`config.mk`:
```
export PLATFORM = sky130hd
export DESIGN_NAME = hprs_top
export DESIGN_NICKNAME = d
export VERILOG_FILES = /design/src/pkg/hprs_pkg.sv /design/src/verilog/hprs_top.sv
export SDC_FILE = /design/constraint.sdc
export NUM_CORES = 1
export LEC_CHECK = 0
export ABC_AREA = 1
export BUFFER_PORTS_ARGS = -buffer_cell sky130_fd_sc_hd__buf_4
export CAP_MARGIN = 20
export CELL_PAD_IN_SITES_DETAIL_PLACEMENT = 0
export CELL_PAD_IN_SITES_GLOBAL_PLACEMENT = 1
export CORE_ASPECT_RATIO = 1.75
export CORE_MARGIN = 4
export CORE_UTILIZATION = 45
export DETAILED_ROUTE_END_ITERATION = 16
export PLACE_DENSITY_LB_ADDON = 0.1
export SYNTH_ARGS = -nofsm -noshare
export SYNTH_HDL_FRONTEND = slang
export SYNTH_SLANG_ARGS = --single-unit
```
`constraint.sdc`:
```
create_clock -name CLK -period 11 [get_ports CLK]
set_clock_uncertainty 0.1 [all_clocks]
set_input_delay 1.65 -clock CLK [delete_from_list [all_inputs] [get_ports CLK]]
set_output_delay 1.65 -clock CLK [all_outputs]
set_load 0.01 [all_outputs]
```
`src/pkg/hprs_pkg.sv`:
```
// Package for the home position return sequencer: register map, fields, timing
package hprs_pkg;
	localparam int ADDR_W = 4;
	localparam int DATA_W = 32;
	// Register offsets (word index)
	localparam logic [3:0] OFS_CTRL    = 4'h0;
	localparam logic [3:0] OFS_METHOD  = 4'h1;
	localparam logic [3:0] OFS_DIR     = 4'h2;
	localparam logic [3:0] OFS_DOGPOL  = 4'h3;
	localparam logic [3:0] OFS_HSPEED  = 4'h4;
	localparam logic [3:0] OFS_CSPEED  = 4'h5;
	localparam logic [3:0] OFS_SHIFT   = 4'h6;
	localparam logic [3:0] OFS_HPOS    = 4'h7;
	localparam logic [3:0] OFS_ACC     = 4'h8;
	localparam logic [3:0] OFS_DEC     = 4'h9;
	localparam logic [3:0] OFS_STATUS  = 4'ha;
	localparam logic [3:0] OFS_CURPOS  = 4'hb;
	// Control register fields
	localparam int CTRL_START_BIT = 0;
	localparam int CTRL_ABORT_BIT = 1;
	// Status register fields
	localparam int STAT_DONE_BIT  = 0;
	localparam int STAT_BUSY_BIT  = 1;
	localparam int STAT_ERR_BIT   = 2;
	localparam int STAT_MODE_BIT  = 3;
	// Method codes (lowest decimal digit of the method parameter)
	localparam logic [3:0] METHOD_DOG_Z     = 4'h8;
	localparam logic [3:0] METHOD_DOG_FRONT = 4'h9;
	localparam logic [3:0] METHOD_DOGLESS_Z = 4'h0;
	// Reset values
	localparam logic [31:0] RST_METHOD = 32'h0000_0008;
	localparam logic [31:0] RST_HSPEED = 32'h0000_0064;
	localparam logic [31:0] RST_CSPEED = 32'h0000_000a;
	localparam logic [31:0] RST_ZERO   = 32'h0000_0000;
	localparam logic [31:0] RST_ACCDEC = 32'h0000_0064;
	typedef enum logic [2:0] {
		HPRS_IDLE,
		HPRS_SEEK_DOG,
		HPRS_ON_DOG,
		HPRS_SEEK_Z,
		HPRS_SHIFT,
		HPRS_DONE
	} hprs_state_t;
endpackage

```
`src/verilog/hprs_top.sv`:
```
// Home position return sequencer with register port and motion command outputs
// Overview of operation
// RULE1 - Dog-Z mode: after dog front, reverse at creep
// RULE2 - Dog-Z mode: first Z after leaving dog is home
// RULE3 - Master sets manual bit, all table bits off
// RULE4 - Master sets position/speed system bit when two stations
// RULE5 - Method digit 8 selects dog first-Z
// RULE6 - Method digit 9 selects dog front end
// RULE7 - Front-end mode: home at dog front edge
// RULE8 - Dogless mode: first Z after start is home
// RULE9 - Travel at home speed until dog seen
// RULE10 - Creep speed once dog detected
// RULE11 - Offset home by shift distance from Z
// RULE12 - Use table entry 1 accel/decel constants
// RULE13 - On completion load current position with home value
// RULE14 - Direction from direction parameter
// RULE15 - Dog input polarity from polarity parameter
// RULE16 - Master changes table bits early, absorbing delay
// RULE17 - Stop motion and report completion status bit
//
// Implementation choices: strobed register access and the placing of the registers.
`timescale 1ns/1ps
module hprs_top
	import hprs_pkg::*;
#(
	parameter int POS_W = 32
) (
	// Clock and reset
	input  wire logic                  CLK,
	input  wire logic                  RST_N,
	// Register port
	input  wire logic [ADDR_W-1:0]     ADDR,
	input  wire logic [DATA_W-1:0]     WDATA,
	input  wire logic                  WR,
	input  wire logic                  RD,
	output logic      [DATA_W-1:0]     RDATA,
	// Remote input bits from the fieldbus master
	input  wire logic                  AUTO_MANUAL_SELECT_BIT,
	input  wire logic [7:0]            TABLE_SELECT_BITS,
	input  wire logic                  POS_SPEED_SPEC_SELECT_BIT,
	// Sensors
	input  wire logic                  DOG_IN,
	input  wire logic                  INDEX_PULSE,
	input  wire logic [POS_W-1:0]      FEEDBACK_POS,
	// Motion command
	output logic                       MOVE_EN,
	output logic                       MOVE_DIR,
	output logic      [DATA_W-1:0]     MOVE_SPEED,
	output logic      [DATA_W-1:0]     ACC_TIME,
	output logic      [DATA_W-1:0]     DEC_TIME,
	output logic      [POS_W-1:0]      CURRENT_POS,
	output logic                       HOME_DONE
);
	import hprs_pkg::*;

	// ****************************************
	// Registers
	// ****************************************
	logic [DATA_W-1:0] method_reg, hspeed_reg, cspeed_reg, shift_reg, hpos_reg;
	logic [DATA_W-1:0] acc_reg, dec_reg;
	logic              dir_reg, dogpol_reg;
	logic              err_reg;
	logic [POS_W-1:0]  shift_target_reg;
	hprs_state_t       state_reg, state_next;

	wire logic       manual_mode = AUTO_MANUAL_SELECT_BIT && (TABLE_SELECT_BITS == 8'h00); // RULE3
	wire logic [3:0] low_digit   = 4'((method_reg % 32'd10));
	wire logic       is_dog_z    = (low_digit == METHOD_DOG_Z[3:0]); // RULE5
	wire logic       is_front    = (low_digit == METHOD_DOG_FRONT); // RULE6
	wire logic       is_dogless  = (low_digit == METHOD_DOGLESS_Z);
	wire logic       method_ok   = is_dog_z || is_front || is_dogless;
	wire logic       dog_active  = DOG_IN ^ ~dogpol_reg; // RULE15
	wire logic       wr_ctrl     = WR && (ADDR == OFS_CTRL);
	wire logic       start_cmd   = wr_ctrl && WDATA[CTRL_START_BIT] && manual_mode;
	wire logic       abort_cmd   = wr_ctrl && WDATA[CTRL_ABORT_BIT];
	wire logic       busy        = (state_reg != HPRS_IDLE) && (state_reg != HPRS_DONE);
	wire logic       shift_hit   = (FEEDBACK_POS == shift_target_reg);
	wire logic [POS_W-1:0] z_target = dir_reg ? FEEDBACK_POS - POS_W'(shift_reg)
	                                           : FEEDBACK_POS + POS_W'(shift_reg); // RULE11

	// ****************************************
	// Register write port
	// ****************************************
	always_ff @(posedge CLK or negedge RST_N) begin
		if (!RST_N) begin
			method_reg <= RST_METHOD;
			dir_reg    <= 1'b0;
			dogpol_reg <= 1'b1;
			hspeed_reg <= RST_HSPEED;
			cspeed_reg <= RST_CSPEED;
			shift_reg  <= RST_ZERO;
			hpos_reg   <= RST_ZERO;
			acc_reg    <= RST_ACCDEC;
			dec_reg    <= RST_ACCDEC;
		end else if (WR && !busy) begin
			// Parameters are frozen while a return is running
			case (ADDR)
				OFS_METHOD: method_reg <= WDATA;
				OFS_DIR:    dir_reg    <= WDATA[0];
				OFS_DOGPOL: dogpol_reg <= WDATA[0];
				OFS_HSPEED: hspeed_reg <= WDATA;
				OFS_CSPEED: cspeed_reg <= WDATA;
				OFS_SHIFT:  shift_reg  <= WDATA;
				OFS_HPOS:   hpos_reg   <= WDATA;
				OFS_ACC:    acc_reg    <= WDATA;
				OFS_DEC:    dec_reg    <= WDATA;
				default: ;
			endcase
		end
	end

	// ****************************************
	// Read port
	// ****************************************
	logic [DATA_W-1:0] rd_mux;
	always_comb begin
		case (ADDR)
			OFS_METHOD: rd_mux = method_reg;
			OFS_DIR:    rd_mux = {31'h0, dir_reg};
			OFS_DOGPOL: rd_mux = {31'h0, dogpol_reg};
			OFS_HSPEED: rd_mux = hspeed_reg;
			OFS_CSPEED: rd_mux = cspeed_reg;
			OFS_SHIFT:  rd_mux = shift_reg;
			OFS_HPOS:   rd_mux = hpos_reg;
			OFS_ACC:    rd_mux = acc_reg;
			OFS_DEC:    rd_mux = dec_reg;
			OFS_STATUS: rd_mux = {28'h0, manual_mode, err_reg, busy, HOME_DONE};
			OFS_CURPOS: rd_mux = DATA_W'(CURRENT_POS);
			default:    rd_mux = 32'h0000_0000;
		endcase
	end

	always_ff @(posedge CLK or negedge RST_N) begin
		if (!RST_N)
			RDATA <= 32'h0000_0000;
		else
			RDATA <= RD ? rd_mux : 32'h0000_0000;
	end

	// ****************************************
	// Sequencer
	// ****************************************
	always_comb begin
		state_next = state_reg;
		case (state_reg)
			HPRS_IDLE, HPRS_DONE: begin
				if (start_cmd && method_ok)
					state_next = is_dogless ? HPRS_SEEK_Z : HPRS_SEEK_DOG;
			end
			HPRS_SEEK_DOG: begin
				if (dog_active)
					state_next = is_front ? HPRS_DONE : HPRS_ON_DOG; // RULE7
			end
			HPRS_ON_DOG: begin
				if (!dog_active)
					state_next = HPRS_SEEK_Z;
			end
			HPRS_SEEK_Z: begin
				if (INDEX_PULSE)
					state_next = HPRS_SHIFT; // RULE2 RULE8
			end
			HPRS_SHIFT: begin
				if (shift_hit)
					state_next = HPRS_DONE;
			end
			default: state_next = HPRS_IDLE;
		endcase
		if (abort_cmd)
			state_next = HPRS_IDLE;
	end

	always_ff @(posedge CLK or negedge RST_N) begin
		if (!RST_N) begin
			state_reg        <= HPRS_IDLE;
			shift_target_reg <= '0;
			err_reg          <= 1'b0;
		end else begin
			state_reg <= state_next;
			if (state_reg == HPRS_SEEK_Z && INDEX_PULSE)
				shift_target_reg <= z_target;
			// Set wins over clearing on a fresh start
			if (start_cmd && !method_ok)
				err_reg <= 1'b1;
			else if (start_cmd)
				err_reg <= 1'b0;
		end
	end

	// ****************************************
	// Motion command outputs
	// ****************************************
	wire logic moving    = (state_next != HPRS_IDLE) && (state_next != HPRS_DONE);
	wire logic reversing = (state_next == HPRS_ON_DOG) ||
	                       (is_dog_z && (state_next == HPRS_SEEK_Z || state_next == HPRS_SHIFT));
	wire logic use_home  = (state_next == HPRS_SEEK_DOG) ||
	                       (is_dogless && state_next == HPRS_SEEK_Z);
	wire logic finishing = (state_next == HPRS_DONE) && (state_reg != HPRS_DONE);

	always_ff @(posedge CLK or negedge RST_N) begin
		if (!RST_N) begin
			MOVE_EN     <= 1'b0;
			MOVE_DIR    <= 1'b0;
			MOVE_SPEED  <= 32'h0000_0000;
			ACC_TIME    <= 32'h0000_0000;
			DEC_TIME    <= 32'h0000_0000;
			CURRENT_POS <= '0;
			HOME_DONE   <= 1'b0;
		end else begin
			MOVE_EN    <= moving; // RULE17
			MOVE_DIR   <= dir_reg ^ reversing; // RULE14 RULE1
			MOVE_SPEED <= !moving ? 32'h0000_0000 : (use_home ? hspeed_reg : cspeed_reg); // RULE9 RULE10
			ACC_TIME   <= acc_reg; // RULE12
			DEC_TIME   <= dec_reg; // RULE12
			if (finishing)
				CURRENT_POS <= POS_W'(hpos_reg); // RULE13
			else
				CURRENT_POS <= busy ? FEEDBACK_POS : CURRENT_POS;
			HOME_DONE <= (state_next == HPRS_DONE); // RULE17
		end
	end
endmodule

```
**After elaboration in Yosys (flattened, before gate mapping)**

Index checks and enable logic that the tools add are counted.

- Register bits after elaboration: 425
- Output and inout port bits: 163
- Word-level logic and storage cells: 109

- Add/sub/neg operators: 2
- Div/mod/pow operators: 1
- Eq/ne operators: 26
- Mux-type cells: 18
- Bitwise logic cells: 3
- Reduce and logical (&&, ||, !) cells: 39

Operators by type and width:

| operator | count |
|---|---|
| case mux 32 bit (11 select lines) | 1 |
| two-way mux 32 bit | 6 |
| adder 32 bit | 1 |
| == test 32 bit | 1 |
| modulo 32 x 4 -> 32 bit (second input constant) | 1 |
| subtractor 32 bit | 1 |
| == test 4 bit (second input constant) | 6 |
| two-way mux 3 bit | 7 |
| AND reduction 2 bit | 9 |
| == test 4 x 3 -> 1 bit (second input constant) | 4 |
| case mux 3 bit (5 select lines) | 1 |
| logical AND 1 bit | 14 |
| == test 3 x 2 -> 1 bit (second input constant) | 4 |
| == test 3 bit (second input constant) | 4 |
| == test 4 x 2 -> 1 bit (second input constant) | 2 |
| zero test 4 bit | 2 |
| zero test 8 bit | 1 |
| == test 3 x 1 -> 1 bit (second input constant) | 2 |
| != test 3 bit (second input constant) | 2 |
| nonzero test 3 bit | 2 |
| logical OR 1 bit | 5 |
| == test 4 x 1 -> 1 bit (second input constant) | 1 |
| nonzero test 2 bit | 2 |
| zero test 3 bit | 1 |
| other kinds (6) | 9 |

**Longest topological paths before layout**

- Depth in word-level cells: 13
- Gate-level depth with buffers: 143
- Depth with buffers taken out: 143

**Worst setup path before layout**

OpenSTA, ideal clock, no wires.

- Path kind: register -> register
- Start point: reg method_reg[31]
- End point: reg MOVE_SPEED[21]
- Data arrival time: 9,824 ps
- Required time: 10,777 ps
- Path slack: 953 ps
- Stages on the path, launching flop included: 131
- Cells stage by stage: dfrtp_1 nand2_1 clkinv_2 o21bai_2 nand2_2 nand3_1 nand3_1 nand2_2 nand2_1 nand2_1 nand3_2 nand2_4 nand3_1 nand3_2 nand2_2 nand2_1 nand2_1 nand2_2 [95 not listed] nor2_1 or2_0 nand2_1 inv_1 nand3_1 nand2_2 nand2_2 nand2_2 nand2_2 nand2_2 nand2_2 nand2_4 nand2_4 nor2_8 nand2_4 buf_6 nand2_2 a21oi_2

- Word-level cells in the longest chain between the ends: 13
- Elaborated cells between the ends (all ways): 22
- Classes of those cells: div (1); eq/ne (5); mux (8); reduce/logical (8)

Ends and longest elaborated chain:

| element | line | RTL |
|---|---|---|
| start: declaration | hprs_top.sv:59 | `logic [DATA_W-1:0] method_reg, hspeed_reg, cspeed_reg, shift_reg, hpos_reg;` |
| start signal: assignment | hprs_top.sv:86 | `method_reg <= RST_METHOD;` |
| start signal: assignment | hprs_top.sv:98 | `OFS_METHOD: method_reg <= WDATA;` |
| modulo 32 x 4 -> 32 bit * | hprs_top.sv:67 | `wire logic [3:0] low_digit = 4'((method_reg % 32'd10));` |
| == test 4 bit, on equally long branches | hprs_top.sv:68, hprs_top.sv:69 |  |
| logical OR 1 bit (2 in series) | hprs_top.sv:71 | `wire logic method_ok = is_dog_z \|\| is_front \|\| is_dogless;` |
| logical AND 1 bit | hprs_top.sv:147 | `if (start_cmd && method_ok)` |
| two-way mux 3 bit | hprs_top.sv:147 |  |
| case mux 3 bit (5 select lines) | hprs_top.sv:145 | `case (state_reg)` |
| two-way mux 3 bit | hprs_top.sv:168 | `if (abort_cmd)` |
| == test 3 x 2 -> 1 bit | hprs_top.sv:196 | `(is_dogless && state_next == HPRS_SEEK_Z);` |
| logical AND 1 bit | hprs_top.sv:196 |  |
| logical OR 1 bit | hprs_top.sv:195 | `wire logic use_home = (state_next == HPRS_SEEK_DOG) \|\|` |
| two-way mux 32 bit | hprs_top.sv:211 | `MOVE_SPEED <= !moving ? 32'h0000_0000 : (use_home ? hspeed_reg : cspeed_reg);` |
| two-way mux 32 bit * | hprs_top.sv:211 |  |
| end signal: assignment | hprs_top.sv:211 |  |
| end: declaration | hprs_top.sv:48 | `output logic [DATA_W-1:0] MOVE_SPEED,` |

Every way passes the cells marked *; elsewhere a longest branch is shown, timed or not.
A chain may end at the register's enable or synchronous reset.

**Worst setup path in the final report**

- Start point: reg method_reg[31]
- End point: reg MOVE_SPEED[0]

The elaborated chain is that of the path after synthesis.

==> summary.txt <==
Worst setup path
  – Crit Path Class: flip-flop to flip-flop
  – Req. time, crit path: 11.33 ns
  – CP Launch Type: flip-flop
  – Largest stage delay, worst path: 0.46 ns
  – Crit path max-delay cell type: dfrtp_2
  – Cell mode on critical path: nand2_4
  – Worst Path Arrival: 12.08 ns
  – CP endpoint kind: flip-flop
  – Worst-path maximum fanout: 6

Floorplan
  – Die width: 175 um
  – Die Y: 301 um
  – FP Rows: 107
  – I/O pin count: 247
  – Die area: 52,700 sq um
  – Core Area: 48,600 sq um
  – Initial core utilization: 0.453

Clock tree
  – Num CTS Buffers: 41
  – TritonCTS clock tree: done
  – H-Tree Level Count: 2
  – Clock Pin Slew Worst Setup and Hold Paths: 0.06 ns
  – Num Clock Sinks: 425
  – Skew-Pair Late Insertion Delay: 0.57 ns
  – CTS root buf: clkbuf_16
  – CTS max path bufs: 3
  – CTS hold repair buffers: 0

STA
  – Final period util: 1.07
  – Hold slack: 0.302 ns
  – Slew margin rel.: 0.274
  – RSZ-0062 raised after global routing: yes
  – Final Setup Violations: 70
  – Fin. Hold Viols: 0
  – Fin. max-slew vios: 0
  – Fmax: 85.1 MHz
  – Min Tclk post-route: 11.75 ns
  – Slew @ Worst Pin: 1.09 ns
  – Final worst slack: -0.751 ns

Finish
  – Share of post-route cells with drive strength above 1: 0.337
  – Finished Layout Cells: 3,567
  – P&R area growth vs syn: 31.9%
  – Final net count: 3,000
  – Number of fill cells: 4,248

GRT
  – Initial antenna violation count: 1
  – Number of global-route vias before repair: 19,554
  – Grt ovf: 0
  – First-pass GRT wire length: 115 mm
  – Total track usage: 0.280
  – Largest net degree at the start of global routing: 170

Synthesis
  – Syn nets: 2,683
  – Syn_area_per_cell: 8.60 sq um
  – Post-synth cell types: 60
  – FFs w/ async S/R, synth: 1.00
  – Synthesized flop and latch total: 425
  – Largest area contributor in the netlist: dfrtp_1
  – Sequential-to-total area share from yosys stat: 0.483
  – Cells after Synth: 2,563
  – Post-Syn Area: 22,000 sq um
  – Yosys warns: 0
  – Post-synth top area share: 0.468
  – Ranking of synthesized cells by area: dfrtp_1, nand2_1, o21ai_0
  – EDFF count, synth: 0
  – Post-synth top flop: dfrtp_1

Detailed routing
  – DRC: 0
  – WL final: 76.9 mm
  – Vias per cell: 5.55
  – DR vias: 19,798
  – ANT nets after route: 0
  – Initial DRC Count: 1,455
  – WL/cell: 21.6 um
  – Drt pass-1 iters: 5

Placement
  – Setup slack at placement: -0.670 ns
  – Dpl cells: 3,443
  – Detailed Place HPWL: 52.6 mm
  – GP Congestion: 0.866
  – Port bufs: 245

Hold path
  – HP Class: flip-flop to flip-flop

Outcome
  – Run status: complete, but fails checks
  – Failing checks: negative setup slack

Job
  – MaxCap Viol Count: 0
==> layer usage <==
layer,GRT usage,vias up,wire (um)
met5,0,-,0
met4,0.108,0,3610
met3,0.0355,174,4710
met2,0.478,744,38000
met1,0.363,9709,30600
li1,-,9171,-
==> critical path: cells and delay by family, from the launching register on <==
| kind | cells | cell delay, ns |
|---|---|---|
| AND/OR/NAND/NOR | 105 | 9.00 |
| buffers and inverters | 15 | 1.43 |
| AO/OA/AOI/OAI | 4 | 0.55 |
| flip-flops | 1 | 0.46 |
==> synth_stat cells (all sizes together) (2+ instances only) <==
library cell  instances
a211oi                4
a21boi                4
a21o                  4
a21oi                91
a221oi               45
a22o                 15
a22oi                 4
a31oi                17
a41oi                 5
buf                  14
bufbuf                2
clkbuf               89
clkinv                3
dfrtp               412
dfstp                13
ha                   35
inv                 229
nand2               757
nand3               265
nand4                18
nor2                 86
nor3                 17
nor4                  7
o2111a                2
o2111ai               5
o211ai                9
o21a                  2
o21ai               304
o21bai                3
o31ai                 6
or2                   8
xnor2                34
xor2                 49
==> repair_timing <==
item                                    CTS  global route
pin swaps                                55           100
gates resized for setup                 207           247
cloned                                    4             6
endpoints found under the setup margin   70            71
setup buffers                            31            12
endpoints found under the hold margin     0             0
==> cell type report <==
cell class | instances | area [sq um] | area share
tap | 654 | 818 | 0.0282
clock buffer | 50 | 1150 | 0.0397
multi-input combinational | 1801 | 11900 | 0.408
antenna | 1 | 2.50 | 0.0000861
clock inverter | 25 | 348 | 0.0120
timing repair buffer | 379 | 3320 | 0.114
sequential | 425 | 10700 | 0.367
inverter | 232 | 921 | 0.0317
==> per-stage QoR <==
stage                util  area [sq um]  setup TNS [ns]
finish              0.598         29100          -44.88
detailed placement  0.514         25000          -37.82
global placement    0.514         25000           -3.98
CTS                 0.571         27700          -18.64
floorplan               -         22000               0
global route        0.598         29100         -107.59
==> cells in the final DEF, fill, tap and decap left out, types with 13 or more instances in the layout <==
| cell | synthesis | layout |
|---|---|---|
| a21oi_1 | 60 | 56 |
| a21oi_2 | 31 | 27 |
| a221oi_1 | 45 | 45 |
| a22o_1 | 15 | 15 |
| a31oi_1 | 17 | 17 |
| buf_12 | 4 | 14 |
| buf_4 | 2 | 328 |
| buf_6 | 5 | 22 |
| clkbuf_16 | 0 | 48 |
| dfrtp_1 | 412 | 410 |
| dfstp_2 | 13 | 13 |
| ha_1 | 35 | 35 |
| inv_1 | 198 | 189 |
| inv_2 | 28 | 25 |
| inv_4 | 3 | 13 |
| nand2_1 | 619 | 526 |
| nand2_2 | 114 | 106 |
| nand2_4 | 21 | 119 |
| nand3_1 | 207 | 86 |
| nand3_2 | 56 | 131 |
| nand3_4 | 2 | 48 |
| nand4_1 | 18 | 18 |
| nor2_1 | 85 | 75 |
| nor3_1 | 17 | 17 |
| o21ai_0 | 297 | 294 |
| xnor2_1 | 34 | 34 |
| xor2_1 | 49 | 49 |
==> kinds of logic (layout without fill, tap and decap cells) <==
logic type | after synthesis | after routing | share of synthesized area
AO/OA/AOI/OAI | 522 | 522 | 0.143
XOR/XNOR | 83 | 83 | 0.0330
adder cells (fa/ha/maj) | 36 | 36 | 0.0208
buffers and inverters | 337 | 686 | 0.0656
flip-flops | 425 | 425 | 0.483
other | 0 | 1 | 0
AND/OR/NAND/NOR | 1160 | 1160 | 0.255
==> path summary, 6_finish.rpt <==
path	end	start	cells past startpoint	slack [ns]
min	ACC_TIME[10]	acc_reg[10]	0	0.30
min in group asynchronous	shift_target_reg[28]	RST_N	1	1.07
max reg2reg	MOVE_SPEED[0]	method_reg[31]	124	-0.75
max	MOVE_SPEED[0]	method_reg[31]	124	-0.75
max in group asynchronous	shift_reg[7]	RST_N	3	7.27
min reg2reg	ACC_TIME[10]	acc_reg[10]	0	0.30
Power is left out: the tool's default activity adds up to more than one toggle a clock period on the data nets, which glitch-free logic cannot reach.
